===== src/core/ocp_otp_pkg.sv =====
// Constants and types for the overcurrent and over-temperature protection block
package ocp_otp_pkg;
  localparam int CLK_NS = 8;
  localparam logic [6:0] PERIOD_CYC = 7'h7D;
  localparam logic [6:0] SET_CYC = 7'(PERIOD_CYC / 8);
  localparam int SAMPLE_NS = 75;
  localparam logic [6:0] SAMPLE_CYC = 7'((SAMPLE_NS + CLK_NS - 1) / CLK_NS);
  localparam int HICCUP_MS = 20;
  localparam int HICCUP_CYC = HICCUP_MS * 1000000 / CLK_NS;
  localparam logic [3:0] OC_MAX_COUNT = 4'h8;
  localparam logic [1:0] OC_STEP_DOWN = 2'h3;
  localparam logic [2:0] OC_STEP_UP = 3'h4;
  localparam logic [1:0] CAP_EIGHTH = 2'h3;
  localparam logic [7:0] DUTY_EIGHTH = 8'h20;
  localparam logic [7:0] OT_LIMIT_RST = 8'h7D;
  localparam logic [9:0] OT_HYST = 10'h019;
  localparam logic [8:0] TEMP_OFFSET = 9'h028;
  localparam logic [11:0] OC_WARN_RST = 12'h190;
  localparam logic [11:0] OC_FAULT_RST = 12'h1E0;
  localparam logic [7:0] BYTE_MAX = 8'hFF;

  typedef enum logic [1:0] {OT_IGNORE = 2'h0, OT_INHIBIT = 2'h1, OT_LATCH = 2'h2} ot_resp_t;
  localparam ot_resp_t OT_RESP_RST = OT_INHIBIT;
  localparam logic OC_RESP_HICCUP = 1'b0;
  localparam logic OC_RESP_LATCH = 1'b1;

  typedef enum logic [2:0] {ST_RUN = 3'b001, ST_HICCUP = 3'b010, ST_LATCH = 3'b100} prot_state_t;

  typedef struct packed {
    logic vcS1;
    logic vcS2;
    logic enS1;
    logic enS2;
    logic [6:0] periodCnt;
    logic setP;
    logic hs;
    logic convEn;
    prot_state_t mode;
    logic [21:0] hicCnt;
    logic [3:0] ocCount;
    logic [1:0] overRun;
    logic [2:0] underRun;
    logic [1:0] capLevel;
    logic otInhibit;
    logic ocWarn;
    logic ocFlag;
    logic otFlag;
    logic [11:0] iout;
    logic [7:0] curByte;
    logic [7:0] tempByte;
    logic [11:0] ocWarnLimit;
    logic [11:0] ocFaultLimit;
    logic [7:0] otLimit;
    ot_resp_t otResp;
    logic ocResp;
  } state_t;
endpackage


===== src/core/overcurrent_overtemp_protection.sv =====
// Overcurrent, duty step-down, hiccup and thermal shutdown logic of a buck regulator
`timescale 1ns/1ns

module overcurrent_overtemp_protection #(
  parameter int HICCUP_CYCLES = ocp_otp_pkg::HICCUP_CYC
) (
  input wire logic clk,
  input wire logic rst,
  input wire logic valleyComp,
  input wire logic enablePin,
  input wire logic operationOn,
  input wire logic [7:0] dutyNominal,
  input wire logic [11:0] ioutAdc,
  input wire logic [7:0] tempAdcByte,
  input wire logic [11:0] wrData,
  input wire logic ocWarnLimitWr,
  input wire logic ocFaultLimitWr,
  input wire logic ocFaultResponseWr,
  input wire logic otFaultLimitWr,
  input wire logic otFaultResponseWr,
  input wire logic clearFaults,
  output logic setPulse,
  output logic hsOn,
  output logic convEnable,
  output logic [11:0] readIout,
  output logic [7:0] measuredCurrentByte,
  output logic [7:0] dieTemperatureByte,
  output logic [11:0] ocFaultThreshold,
  output logic ocWarn,
  output logic ocFaultStatus,
  output logic otFaultStatus,
  output logic [1:0] dutyCapLevel,
  output logic hiccupActive,
  output logic latchedOff
);

  localparam ocp_otp_pkg::state_t S_RST = '{
    mode: ocp_otp_pkg::ST_RUN,
    // Parked at the last count so the first edge after reset opens a full set pulse
    periodCnt: ocp_otp_pkg::PERIOD_CYC - 7'h1,
    otResp: ocp_otp_pkg::OT_RESP_RST,
    otLimit: ocp_otp_pkg::OT_LIMIT_RST,
    ocWarnLimit: ocp_otp_pkg::OC_WARN_RST,
    ocFaultLimit: ocp_otp_pkg::OC_FAULT_RST,
    ocResp: ocp_otp_pkg::OC_RESP_HICCUP,
    default: '0
  };

  ocp_otp_pkg::state_t s_r;
  ocp_otp_pkg::state_t s_nxt;

  logic run;
  logic sampleNow;
  logic ocHit;
  logic [7:0] onLen;
  logic [8:0] tempC;
  logic otTrip;
  logic otCool;
  logic [6:0] cntNext;

  // On-time in clocks for a cap level; level 0 leaves the nominal duty alone
  function automatic logic [7:0] capLen(input logic [1:0] level, input logic [7:0] nominal);
    logic [7:0] lim;
    lim = {1'b0, ocp_otp_pkg::PERIOD_CYC} >> level;
    capLen = (level != 2'd0 && nominal > lim) ? lim : nominal;
  endfunction

  assign run = s_r.enS2 & operationOn;
  assign sampleNow = (s_r.periodCnt == ocp_otp_pkg::SAMPLE_CYC) && s_r.convEn;
  // Only the comparator decides a trip; the digitized current plays no part
  assign ocHit = sampleNow && s_r.vcS2;
  assign onLen = capLen(s_r.capLevel, 8'((16'(ocp_otp_pkg::PERIOD_CYC) * 16'(dutyNominal)) >> 8));
  assign tempC = {1'b0, s_r.tempByte} + ocp_otp_pkg::TEMP_OFFSET;
  assign otTrip = tempC > {1'b0, s_r.otLimit};
  assign otCool = ({2'b00, s_r.otLimit} >= ({1'b0, tempC} + ocp_otp_pkg::OT_HYST));
  assign cntNext = (s_r.periodCnt == ocp_otp_pkg::PERIOD_CYC - 7'd1) ? 7'd0 : s_r.periodCnt + 7'd1;

  always_comb
  begin
    s_nxt = s_r;
    s_nxt.vcS1 = valleyComp;
    s_nxt.vcS2 = s_r.vcS1;
    s_nxt.enS1 = enablePin;
    s_nxt.enS2 = s_r.enS1;

    s_nxt.iout = ioutAdc;
    s_nxt.curByte = (ioutAdc[11:10] != 2'b00) ? ocp_otp_pkg::BYTE_MAX : ioutAdc[9:2];
    s_nxt.tempByte = tempAdcByte;
    s_nxt.ocWarn = s_r.iout > s_r.ocWarnLimit;

    if (ocWarnLimitWr)
    begin
      s_nxt.ocWarnLimit = wrData;
    end
    if (ocFaultLimitWr)
    begin
      s_nxt.ocFaultLimit = wrData;
    end
    if (ocFaultResponseWr)
    begin
      s_nxt.ocResp = wrData[0];
    end
    if (otFaultLimitWr)
    begin
      s_nxt.otLimit = wrData[7:0];
    end
    if (otFaultResponseWr)
    begin
      s_nxt.otResp = (wrData[1:0] == 2'h2) ? ocp_otp_pkg::OT_LATCH :
                     (wrData[1:0] == 2'h1) ? ocp_otp_pkg::OT_INHIBIT : ocp_otp_pkg::OT_IGNORE;
    end

    // Switching period timebase; set pulse and high-side pulse follow the counter
    s_nxt.periodCnt = cntNext;
    s_nxt.setP = cntNext < ocp_otp_pkg::SET_CYC;
    // A pulse only starts at set fall, never when enable comes up mid-period
    s_nxt.hs = s_r.convEn && (cntNext >= ocp_otp_pkg::SET_CYC) && (cntNext == ocp_otp_pkg::SET_CYC || s_r.hs)
               && ({1'b0, cntNext} < {1'b0, ocp_otp_pkg::SET_CYC} + onLen);

    // Over-temperature: inhibit drops out only on the response's own release
    if (s_r.otResp != ocp_otp_pkg::OT_IGNORE && otTrip)
    begin
      s_nxt.otInhibit = 1'b1;
    end
    else if (s_r.otResp == ocp_otp_pkg::OT_IGNORE)
    begin
      s_nxt.otInhibit = 1'b0;
    end
    else if (s_r.otResp == ocp_otp_pkg::OT_INHIBIT && otCool)
    begin
      s_nxt.otInhibit = 1'b0;
    end
    else if (s_r.otResp == ocp_otp_pkg::OT_LATCH && !run)
    begin
      s_nxt.otInhibit = 1'b0;
    end

    case (s_r.mode)
      ocp_otp_pkg::ST_RUN:
      begin
        if (ocHit)
        begin
          s_nxt.ocCount = s_r.ocCount + 4'd1;
          s_nxt.underRun = 3'd0;
          // Below an eighth there is nothing left to take away
          if (dutyNominal >= ocp_otp_pkg::DUTY_EIGHTH && s_r.capLevel != ocp_otp_pkg::CAP_EIGHTH)
          begin
            if (s_r.overRun == ocp_otp_pkg::OC_STEP_DOWN - 2'd1)
            begin
              s_nxt.capLevel = s_r.capLevel + 2'd1;
              s_nxt.overRun = 2'd0;
            end
            else
            begin
              s_nxt.overRun = s_r.overRun + 2'd1;
            end
          end
          if (s_r.ocCount == ocp_otp_pkg::OC_MAX_COUNT - 4'd1)
          begin
            s_nxt.hicCnt = '0;
            s_nxt.mode = (s_r.ocResp == ocp_otp_pkg::OC_RESP_LATCH) ? ocp_otp_pkg::ST_LATCH
                                                                    : ocp_otp_pkg::ST_HICCUP;
          end
        end
        else if (sampleNow)
        begin
          s_nxt.overRun = 2'd0;
          if (s_r.capLevel != 2'd0)
          begin
            if (s_r.underRun == ocp_otp_pkg::OC_STEP_UP - 3'd1)
            begin
              s_nxt.capLevel = s_r.capLevel - 2'd1;
              s_nxt.underRun = 3'd0;
            end
            else
            begin
              s_nxt.underRun = s_r.underRun + 3'd1;
            end
          end
        end
      end
      ocp_otp_pkg::ST_HICCUP:
      begin
        s_nxt.hicCnt = s_r.hicCnt + 22'd1;
        if (s_r.hicCnt == 22'(HICCUP_CYCLES - 1))
        begin
          s_nxt.mode = ocp_otp_pkg::ST_RUN;
          s_nxt.ocCount = 4'd0;
          s_nxt.capLevel = 2'd0;
          s_nxt.overRun = 2'd0;
          s_nxt.underRun = 3'd0;
        end
      end
      ocp_otp_pkg::ST_LATCH:
      begin
        if (!run)
        begin
          s_nxt.mode = ocp_otp_pkg::ST_RUN;
          s_nxt.ocCount = 4'd0;
          s_nxt.capLevel = 2'd0;
          s_nxt.overRun = 2'd0;
          s_nxt.underRun = 3'd0;
        end
      end
      default:
      begin
        s_nxt.mode = ocp_otp_pkg::ST_RUN;
      end
    endcase

    s_nxt.convEn = run && (s_r.mode == ocp_otp_pkg::ST_RUN) && !s_r.otInhibit;

    // Sticky fault flags; a new event outranks a clear in the same cycle
    s_nxt.ocFlag = (ocHit && s_r.ocCount == ocp_otp_pkg::OC_MAX_COUNT - 4'd1) || (s_r.ocFlag && !clearFaults);
    s_nxt.otFlag = (otTrip && s_r.otResp != ocp_otp_pkg::OT_IGNORE) || (s_r.otFlag && !clearFaults);
  end

  always_ff @(posedge clk)
  begin
    if (rst)
    begin
      s_r <= S_RST;
    end
    else
    begin
      s_r <= s_nxt;
    end
  end

  assign setPulse = s_r.setP;
  assign hsOn = s_r.hs;
  assign convEnable = s_r.convEn;
  assign readIout = s_r.iout;
  assign measuredCurrentByte = s_r.curByte;
  assign dieTemperatureByte = s_r.tempByte;
  assign ocFaultThreshold = s_r.ocFaultLimit;
  assign ocWarn = s_r.ocWarn;
  assign ocFaultStatus = s_r.ocFlag;
  assign otFaultStatus = s_r.otFlag;
  assign dutyCapLevel = s_r.capLevel;
  assign hiccupActive = (s_r.mode == ocp_otp_pkg::ST_HICCUP);
  assign latchedOff = (s_r.mode == ocp_otp_pkg::ST_LATCH);

  property p_set_width;
    @(posedge clk) disable iff (rst)
    $rose(setPulse) |-> setPulse[*8] ##1 setPulse[*7] ##1 !setPulse;
  endproperty
  a_set_width: assert property (p_set_width) else $error("set pulse width wrong");

  property p_hs_start;
    @(posedge clk) disable iff (rst)
    hsOn |-> !setPulse && (!$past(hsOn) -> $past(setPulse));
  endproperty
  a_hs_start: assert property (p_hs_start) else $error("high-side pulse not at set fall");

  property p_oc_to_hiccup;
    @(posedge clk) disable iff (rst)
    (ocHit && s_r.mode == ocp_otp_pkg::ST_RUN && s_r.ocCount == 4'd7 && s_r.ocResp == ocp_otp_pkg::OC_RESP_HICCUP)
      |=> hiccupActive ##1 !convEnable;
  endproperty
  a_oc_to_hiccup: assert property (p_oc_to_hiccup) else $error("eighth trip did not start hiccup");

  property p_hiccup_end;
    @(posedge clk) disable iff (rst)
    (hiccupActive && s_r.hicCnt == 22'(HICCUP_CYCLES - 1)) |=> !hiccupActive && s_r.ocCount == 4'd0;
  endproperty
  a_hiccup_end: assert property (p_hiccup_end) else $error("hiccup did not end and clear");

  property p_hiccup_off;
    @(posedge clk) disable iff (rst)
    $past(hiccupActive) |-> !convEnable && !hsOn;
  endproperty
  a_hiccup_off: assert property (p_hiccup_off) else $error("converting during hiccup");

  property p_cap_down;
    @(posedge clk) disable iff (rst)
    (dutyCapLevel > $past(dutyCapLevel)) |-> $past(ocHit) && $past(s_r.overRun) == 2'd2;
  endproperty
  a_cap_down: assert property (p_cap_down) else $error("cap stepped without three trips");

  property p_cap_up;
    @(posedge clk) disable iff (rst)
    (dutyCapLevel < $past(dutyCapLevel) && !$past(hiccupActive) && !$past(latchedOff))
      |-> $past(sampleNow) && !$past(ocHit) && $past(s_r.underRun) == 3'd3;
  endproperty
  a_cap_up: assert property (p_cap_up) else $error("cap raised without four clean cycles");

  property p_low_duty;
    @(posedge clk) disable iff (rst)
    (ocHit && dutyNominal < ocp_otp_pkg::DUTY_EIGHTH && !hiccupActive && !latchedOff) |=> $stable(dutyCapLevel);
  endproperty
  a_low_duty: assert property (p_low_duty) else $error("duty reduced below an eighth");

  property p_ot_default;
    @(posedge clk)
    rst |=> s_r.otLimit == 8'd125 && s_r.otResp == ocp_otp_pkg::OT_INHIBIT;
  endproperty
  a_ot_default: assert property (p_ot_default) else $error("thermal defaults wrong after reset");

  property p_ot_hold;
    @(posedge clk) disable iff (rst)
    (s_r.otInhibit && s_r.otResp == ocp_otp_pkg::OT_INHIBIT && !otCool && !otFaultResponseWr)
      |=> s_r.otInhibit ##1 !convEnable;
  endproperty
  a_ot_hold: assert property (p_ot_hold) else $error("restart before hysteresis");

  property p_latch_hold;
    @(posedge clk) disable iff (rst)
    (latchedOff && run) |=> latchedOff;
  endproperty
  a_latch_hold: assert property (p_latch_hold) else $error("latched shutdown released");

  property p_oc_latch;
    @(posedge clk) disable iff (rst)
    (ocHit && s_r.mode == ocp_otp_pkg::ST_RUN && s_r.ocCount == 4'h7 && s_r.ocResp == ocp_otp_pkg::OC_RESP_LATCH)
      |=> latchedOff ##1 !convEnable;
  endproperty
  a_oc_latch: assert property (p_oc_latch) else $error("eighth trip did not latch off");

  property p_ot_trip;
    @(posedge clk) disable iff (rst)
    (otTrip && s_r.otResp != ocp_otp_pkg::OT_IGNORE) |=> s_r.otInhibit ##1 !convEnable;
  endproperty
  a_ot_trip: assert property (p_ot_trip) else $error("over-temperature did not stop conversion");

endmodule // overcurrent_overtemp_protection


===== config.mk =====
export PLATFORM = sky130hd
export DESIGN_NAME = overcurrent_overtemp_protection
export DESIGN_NICKNAME = d
export VERILOG_FILES = /design/src/core/ocp_otp_pkg.sv /design/src/core/overcurrent_overtemp_protection.sv
export SDC_FILE = /design/constraint.sdc
export NUM_CORES = 1
export LEC_CHECK = 0
export ABC_AREA = 1
export ABC_CLOCK_PERIOD_IN_PS = 9810
export BUFFER_PORTS_ARGS = -buffer_cell sky130_fd_sc_hd__buf_2
export CAP_MARGIN = 20
export CELL_PAD_IN_SITES_DETAIL_PLACEMENT = 2
export CELL_PAD_IN_SITES_GLOBAL_PLACEMENT = 2
export CORE_AREA = 2 2 150 152
export CTS_CLUSTER_SIZE = 10
export DETAILED_ROUTE_END_ITERATION = 8
export DIE_AREA = 0 0 152 154
export GPL_ROUTABILITY_DRIVEN = 0
export GPL_TIMING_DRIVEN = 0
export PLACE_DENSITY = 0.88
export SLEW_MARGIN = 0
export SYNTH_ARGS = -nofsm -noshare
export SYNTH_HDL_FRONTEND = slang
export SYNTH_SLANG_ARGS = --single-unit

===== constraint.sdc =====
create_clock -name clk -period 9.81 [get_ports clk]
set_input_delay 0.4905 -clock clk [delete_from_list [all_inputs] [get_ports clk]]
set_output_delay 0.4905 -clock clk [all_outputs]
set_load 0.005 [all_outputs]

==> flow_summary.ini, run 1 <==
[run_status]
status = finished, final reports clean

[timing]
clock.fmax_mhz = 159
finalHoldViolations = 0
period_share_pct = 64.1
setup_tns_ns = 0
setup_violations = 0
final_max_slew_viol_count = 0
fin_skew_ns = 0.00807
post-route-min-period_ns = 6.29
grt_setup_unrepaired = false
fin_ws_ns = 3.52
worstMarginPinSlew_ns = 0.755
relSlewSlack_pct = 49.0

[floorplan]
start_util_pct = 34.9
rows = 54
die_h_um = 154
dieArea_um2 = 23400
core-area_um2 = 21700
num_io_pins = 101
die_w_um = 152

[drt]
dr.pass1.iters = 6
vias_per_cell = 5.08
remaining_drc_errors = 0
finalWirelength_mm = 28.1
vias = 7057
drt_iter0_drc = 284
wl_per_cell_um = 20.2
antenna_left = 0

[grt]
met2_usage_pct = 48.0
grt_start_max_net_pins = 17
grt_pass1_wl_mm = 45.0
gr-usage-met1_pct = 25.4
grt_use_total_pct = 24.6
antenna_found_initial = 1
overflow = 0
grt_pass1_vias = 8334
use_met3_pct = 4.23
top_usage_layer = met2

[synth]
syn-num-nets = 1137
netlist_instances = 977
ys_ff_latch = 117
ys_warn_count = 0
ys_dominant_reg_cell = dfxtp_1
ys_seq_area_share_pct = 31.0
synthArstFlopShare_pct = 0
synth_cell_types = 54
synth_area_per_cell_um2 = 7.74
syn_area_um2 = 7560
synth_edf_count = 0

[clock_tree]
cts.htree.levels = 4
tritoncts = yes
cts.path.max_buffers = 2
clock_latency_ns = 0.44
cts.clk_slew.worst_paths_ns = 0.06
cts_resized = 0
cts_root_buffer = clkbuf_16
cts_buffers = 17
cts_hold_buf = 0
cts_setup_buffers = 0
cts_sinks = 117

[worst_hold_path]
hp-class = primary input to flip-flop

[placed_design]
preCtsSetupSlack_ns = 3.17
io_buffers = 100
placed_area_um2 = 8410
hpwlAfterDp_mm = 19.8
dp.cells = 1357

[critical_path]
crit_type = primary input to flip-flop
critical_path.most_common_cell = nand2_1
critPathLaunchType = primary input
cp-end-kind = flip-flop
crit_buf_inv = 7
cp_slowest_cell = fa_1
cp_max_fo = 6
path_delay_family = adder cells
cp.required_ns = 10.19
crit_arrival_ns = 6.67
slowest_delay_ns = 0.55

[cells_and_area]
fin_area_um2 = 8990
fillCellCount = 2483
multiInputGateArea_um2 = 4140
nets = 1256
drive_gt1_share_pct = 20.1
area_delta_synth_final_pct = 19.0
regArea_um2 = 2340
fin_cells = 1389

[pwr]
p_per_area_nw_per_um2 = 253
intPower_mw = 1.30
p_sw_share_pct = 43.0
seqPwrFrac_pct = 23.5
power_frac_comb_pct = 49.1
power_frac_clock_pct = 27.4
p_total_mw = 2.28
p_switching_mw = 0.978
p_leak_nw = 4.54
peakVddDrop_mv = 0.112

[run]
drv_cap = 0
per-layer routing:
| layer | up-vias | wire [µm] |
|---|---|---|
| li1 | 3355 | - |
| met1 | 3505 | 11000 |
| met2 | 141 | 15200 |
| met3 | 56 | 850 |
| met4 | 0 | 989 |
| met5 | - | 0 |
sequential cells by signal, summed over array words and instances, names as in the netlist:
signal,cells
readIout,12
dieTemperatureByte,8
convEnable,1
dutyCapLevel,2
otFaultStatus,1
measuredCurrentByte,8
ocFaultStatus,1
s_r,67
hsOn,1
ocFaultThreshold,12
setPulse,1
s_nxt,2
ocWarn,1
cell usage in the layout (no fill, tap or decap), types with 3 or more instances in the layout:
cell type and count:
o21ai_0 47, a211oi_1 7, nand4_1 15, nor2_1 92, clkbuf_16 17, xnor2_1 8, nand2_2 7, clkinv_2 6
nand3_2 3, buf_2 101, a21o_1 3, dfxtp_1 117, nand2_4 3, o211ai_1 4, fa_1 20, nand3_1 27
a21oi_1 76, nor4_1 6, nor2_2 6, o21ai_1 9, xor2_1 13, clkinvlp_4 3, a31oi_1 11, ha_1 89
o21a_1 3, nor3_1 17, o21ai_2 3, clkbuf_1 13, buf_4 42, inv_1 170, inv_2 13, clkbuf_8 6
nor2_4 4, nand2_1 117, clkinv_1 3
through the flow:
stage | hold slack [ns] | utilization [%]
4_1_cts | 0.245 | 41.5
6_report | 0.248 | 41.5
3_3_place_gp | 0.424 | 38.8
3_5_place_dp | 0.446 | 38.8
5_1_grt | 0.264 | 41.5
2_1_floorplan | 0.388 | -
kinds of logic (layout without fill, tap and decap cells):
group / after synthesis / after routing / synth area share, %
and+or+nand+nor: 307 / 307 / 18.9
buffers and inverters: 245 / 376 / 14.3
AOI/OAI and AO/OA: 178 / 178 / 13.4
DFF: 117 / 117 / 31.0
adders and majority gates: 109 / 109 / 20.0
xor gates and xnor gates: 21 / 21 / 2.43
other: 0 / 1 / 0
synth_stat cells, drive strengths merged (2+ instances only):
master,instances,area share [%]
o21ai,59,4.1
a21o,3,0.30
o2111ai,2,0.23
nor3b,2,0.20
o21a,3,0.30
xor2,13,1.5
fa,20,5.3
nand3,31,2.4
nor4,6,0.50
nand4,16,1.4
dfxtp,117,31
a21oi,77,5.1
clkinv,5,0.28
buf,44,4.3
nand2,127,6.8
o211ai,4,0.40
clkbuf,13,0.65
nor2,102,5.7
a211oi,7,0.70
ha,89,15
a31oi,11,0.91
inv,183,9.1
nor3,20,1.6
xnor2,8,0.93
and3,2,0.18
o21bai,2,0.20
tightest hold or removal path, cell delays in order:
cell    delay (ns)
buf_2         0.08
inv_1         0.03
nor2_1        0.06
area by class of cell:
type / count / share of cell area (%)
Antenna cell: 1 / 0.0278
Buffer: 57 / 4.15
Clock buffer: 23 / 5.65
Clock inverter: 8 / 0.807
Inverter: 188 / 7.87
Multi-Input combinational cell: 615 / 46.0
Sequential cell: 117 / 26.0
Tap cell: 280 / 3.89
Timing Repair Buffer: 100 / 5.56
path summary, 6_finish.rpt:
kind | from | endpoint | slack (ns) | depth (start not counted)
max | dutyNominal[1] | hsOn | 3.52 | 34
min | tempAdcByte[7] | dieTemperatureByte[7] | 0.25 | 3
max reg2reg | dutyCapLevel[1] | hsOn | 6.54 | 20
min reg2reg | s_nxt[113] | s_r[113] | 0.46 | 2
power by group through the flow:
stage	Clock [mW]	Combinational [mW]	Sequential [mW]
2_1_floorplan	0	0.763	0.532
3_3_place_gp	0	0.947	0.539
3_5_place_dp	0	1.04	0.541
4_1_cts	0.630	1.13	0.534
5_1_grt	0.650	1.27	0.538
6_report	0.623	1.12	0.535
No activity file was read; power rests on OpenSTA's default activity.
==> inputs of run 2 (changes only) <==
Settings changed: ABC_CLOCK_PERIOD_IN_PS 9810 to 6100, CORE_AREA 2 2 150 152 to 2 2 153 155, DIE_AREA 0 0 152 154 to 0 0 155 157, PLACE_DENSITY 0.88 to 0.85.
Clock period 9.81 ns to 6.1 ns, I/O delays scaled along.
==> flow_summary.ini, run 2 (synthesis gave the netlist of run 1 again) <==
[pwr]
power_frac_clock_pct = 26.1
intPower_mw = 2.21
peakVddDrop_mv = 0.175
p_switching_mw = 1.65
p_leak_nw = 4.58
power_frac_comb_pct = 51.7
p_per_area_nw_per_um2 = 420
p_sw_share_pct = 42.7
seqPwrFrac_pct = 22.1

[worst_hold_path]
holdPathStages = 3
hp-class = primary input to flip-flop
worstHoldStart = tempAdcByte[4]
min_to = dieTemperatureByte[4]

[timing]
post-route-min-period_ns = 5.85
final_max_slew_viol_count = 0
relSlewSlack_pct = 52.4
fin_skew_ns = 0.00723
setup_violations = 0
finalHoldViolations = 0
setup_tns_ns = 0
worstMarginPinSlew_ns = 0.714
fin_ws_ns = 0.254
period_share_pct = 95.8
clock.fmax_mhz = 171

[drt]
vias = 7027
drt_iter0_drc = 230
finalWirelength_mm = 26.6
remaining_drc_errors = 0
antenna_left = 0
dr.pass1.iters = 4
vias_per_cell = 5.01
wl_per_cell_um = 19.0

[cells_and_area]
nets = 1264
fin_util_pct = 40.9
num_antenna_cells = 0
regArea_um2 = 2340
layout_commonest_cell = inv_1
mostFrequentLayoutCells = inv_1 (165), dfxtp_1 (117), nand2_1 (113)
fin_area_um2 = 9200
fin_cells = 1402
top_register = s_r
fillCellCount = 2554
drive_gt1_share_pct = 22.7
area_delta_synth_final_pct = 21.6
multiInputGateArea_um2 = 4260
largest_reg_flops = 67

[critical_path]
r2r_end = hsOn
critPathLaunchType = primary input
cp_slowest_cell = fa_1
worst-r2r-setup-slack_ns = 2.88
r2r_cells = 21
cp-end-kind = flip-flop
cp.required_ns = 6.46
crit_arrival_ns = 6.21
critical_path.most_common_cell = nand2_1
crit_type = primary input to flip-flop
slowest_delay_ns = 0.57
r2r-start = dutyCapLevel[1]
cp_max_fo = 6

[floorplan]
rows = 55
start_util_pct = 33.6
core-area_um2 = 22500
dieArea_um2 = 24300
die_w_um = 155
die_h_um = 157
num_io_pins = 101

[clock_tree]
cts_hold_buf = 0
cts_buffers = 17
cts_sinks = 117
cts.htree.levels = 4
tritoncts = yes
cts_root_buffer = clkbuf_16
cts.path.max_buffers = 2
cts.clk_slew.worst_paths_ns = 0.06
clock_latency_ns = 0.43

[grt]
antenna_found_initial = 0
grt_pass1_vias = 8129
grt_use_total_pct = 22.2
grt_start_max_net_pins = 17
overflow = 0
grt_pass1_wl_mm = 42.2

[run]
drv_cap = 0

[placed_design]
hpwlAfterDp_mm = 19.1
placed_area_um2 = 8420
preCtsSetupSlack_ns = -0.395
io_buffers = 100
dp.cells = 1362

[run_status]
status = finished, final reports clean
==> run 2: changes by cell type in the layout (fill, tap and decap cells not counted), moves of 3 or more <==
| cell | delta |
|---|---|
| buf_4 | +8 |
| clkbuf_8 | -4 |
| clkinvlp_4 | +3 |
| ha_1 | -6 |
| ha_4 | +4 |
| inv_1 | -5 |
| inv_2 | +4 |
| nand2_1 | -4 |
| xor2_1 | -4 |
| xor2_2 | +4 |
==> run 2: critical path: cells and delay by family <==
| family | cells | cell delay [ns] |
|---|---|---|
| XOR/XNOR | 2 | 0.35 |
| buffers and inverters | 8 | 0.69 |
| AO/OA/AOI/OAI | 3 | 0.64 |
| AND/OR/NAND/NOR | 16 | 1.40 |
| adder cells (fa/ha/maj) | 7 | 2.79 |
==> run 2: power by group through the flow <==
stage                     sequential [mW]  combinational (mW)  clock (mW)
after floorplan                     0.856                1.23           0
after global placement              0.867                1.52           0
after detailed placement            0.870                1.65           0
after CTS                           0.855                1.78        1.02
after global routing                0.861                2.24        1.06
final                               0.856                2.00        1.01
==> run 2: per-layer routing <==
layer  routed length, µm  up-vias  track usage, %  share of wire, %
li1                    -     3364               -                 -
met1               10700     3491            24.2                40
met2               14500      123            43.1                54
met3                 742       49            4.05               2.8
met4                 766        0            7.41               2.9
met5                   0        -               0                 0
==> run 2: worst max path at each step <==
stage                   start    to  depth (start not counted)
2_1_floorplan  dutyNominal[1]  hsOn                         33
3_3_place_gp   dutyNominal[1]  hsOn                         34
3_5_place_dp   dutyNominal[1]  hsOn                         34
4_1_cts        dutyNominal[5]  hsOn                         36
5_1_grt        dutyNominal[1]  hsOn                         43
6_report       dutyNominal[3]  hsOn                         36
==> run 2: cell type report <==
| cell class | instances | area share [%] |
|---|---|---|
| multi-input combinational | 615 | 46.3 |
| sequential | 117 | 25.5 |
| inverter | 188 | 7.74 |
| timing repair buffer | 108 | 6.15 |
| clock buffer | 20 | 4.97 |
| buffer | 57 | 4.05 |
| tap | 285 | 3.88 |
| clock inverter | 12 | 1.41 |
==> run 2: repair_timing <==
item                       CTS  global route
pin swaps                    0            17
gates resized for setup      1            26
gates cloned                 0             0
setup buffers                1             7
setup endpoints to repair    1             1
==> run 2: stage by stage <==
step                      power, mW  hold WS (ns)
after global routing           4.15        0.0766
final                          3.86        0.0762
after global placement         2.39         0.427
after detailed placement       2.52         0.429
after CTS                      3.66        0.0620
after floorplan                2.08         0.388
==> inputs of run 3 (changes only) <==
Settings changed: ABC_CLOCK_PERIOD_IN_PS 6100 to 6240.
Clock period 6.1 ns to 6.24 ns, I/O delays scaled along.
==> flow_summary.ini, run 3 (synthesis gave the netlist of run 1 again) <==
[pwr]
p_total_mw = 3.68
p_per_area_nw_per_um2 = 403
p_leak_nw = 4.58
peakVddDrop_mv = 0.164

[timing]
setup_tns_ns = 0
period_share_pct = 95.1
fin_skew_ns = 0.00621
fin_ws_ns = 0.309
clock.fmax_mhz = 169
final_max_slew_viol_count = 0
post-route-min-period_ns = 5.93
whs_ns = 0.0842
setup_violations = 0
finalHoldViolations = 0
worstMarginPinSlew_ns = 0.716
relSlewSlack_pct = 52.3

[clock_tree]
cts.clk_slew.worst_paths_ns = 0.06
cts.path.max_buffers = 2
tritoncts = yes
cts_buffers = 17
cts.htree.levels = 4
cts_root_buffer = clkbuf_16
clock_latency_ns = 0.43
cts_hold_buf = 0
cts_sinks = 117

[critical_path]
cp.required_ns = 6.60
cp_slowest_cell = fa_1
critPathCapture = hsOn
critPathLaunchType = primary input
crit_buf_inv = 7
cp_max_fo = 6
worst-r2r-setup-slack_ns = 3.00
path_delay_family = adder cells
worstSetupStartpoint = dutyNominal[1]
r2r_end = hsOn
critical_path.most_common_cell = nand2_1
path_depth = 40
slowest_delay_ns = 0.61
r2r-start = dutyCapLevel[1]
r2r_cells = 20
crit_arrival_ns = 6.29
crit_type = primary input to flip-flop
cp-end-kind = flip-flop

[cells_and_area]
drive_gt1_share_pct = 21.9
top_register = s_r
fin_util_pct = 40.6
num_antenna_cells = 0
fin_cells = 1402
fin_area_um2 = 9130
mostFrequentLayoutCells = inv_1 (166), dfxtp_1 (117), nand2_1 (115)
layout_commonest_cell = inv_1
area_delta_synth_final_pct = 20.8
nets = 1264
largest_reg_flops = 67

[grt]
overflow = 0
grt_pass1_vias = 8120
grt_start_max_net_pins = 17
antenna_found_initial = 0
grt_use_total_pct = 22.2
grt_pass1_wl_mm = 42.2

[drt]
drt_iter0_drc = 229
wl_per_cell_um = 18.9
dr.pass1.iters = 4
vias_per_cell = 5.03
finalWirelength_mm = 26.5
antenna_left = 0
vias = 7047
remaining_drc_errors = 0

[floorplan]
core-area_um2 = 22500
rows = 55
die_w_um = 155
die_h_um = 157
num_io_pins = 101
dieArea_um2 = 24300
start_util_pct = 33.6

[placed_design]
dp.cells = 1362
io_buffers = 100
hpwlAfterDp_mm = 19.1
preCtsSetupSlack_ns = -0.262
placed_area_um2 = 8420

[worst_hold_path]
hp-class = primary input to flip-flop

[run]
drv_cap = 0

[run_status]
status = finished, final reports clean
[run 3: layout make-up]
class / count / area [µm²]
Fill cell: 2555 / 13400
Multi-Input combinational cell: 615 / 4200
Sequential cell: 117 / 2340
Inverter: 188 / 712
Timing Repair Buffer: 108 / 563
Clock buffer: 20 / 457
Buffer: 57 / 373
Tap cell: 285 / 357
Clock inverter: 12 / 130
[run 3: repair_timing]
item / 4_1_cts / 5_1_grt
gates resized for setup: 0 / 15
buffers inserted: 0 / 8
setup endpoints to repair: 0 / 1
[run 3: where the power goes]
group	internal, mW	switching [mW]
registers	0.796	0.0399
clock network	0.606	0.378
logic	0.721	1.14
total	2.12	1.56
[run 3: worst min path at each step]
stage	startpoint	endpoint	slack (ns)	depth (start not counted)
final	tempAdcByte[4]	dieTemperatureByte[4]	0.08	3
after global routing	tempAdcByte[2]	dieTemperatureByte[2]	0.08	3
after CTS	tempAdcByte[2]	dieTemperatureByte[2]	0.07	3
after detailed placement	s_nxt[113]	s_r[113]	0.43	2
after global placement	s_nxt[113]	s_r[113]	0.43	2
after floorplan	s_nxt[113]	s_r[113]	0.39	2
[run 3: worst reg2reg max path: stages, from the launching register on]
cell	delay (ns)
dfxtp_1	0.48
nor2_1	0.12
inv_1	0.19
ha_1	0.30
nand2_1	0.10
inv_2	0.05
a221oi_2	0.26
nand2_2	0.12
nand2_4	0.12
nand2_2	0.07
nor2_4	0.17
nand2_2	0.11
nand2_2	0.10
xor2_2	0.15
ha_1	0.27
a21o_1	0.19
nand3_1	0.08
nand2_1	0.06
clkinv_1	0.05
nand2_1	0.06
nor2_2	0.10
[run 3: per-layer routing]
| layer | part of all wire [%] | GRT usage [%] |
|---|---|---|
| met1 | 40 | 24.2 |
| met2 | 54 | 43.0 |
| met3 | 2.9 | 4.05 |
| met4 | 2.9 | 7.41 |
| met5 | 0 | 0 |
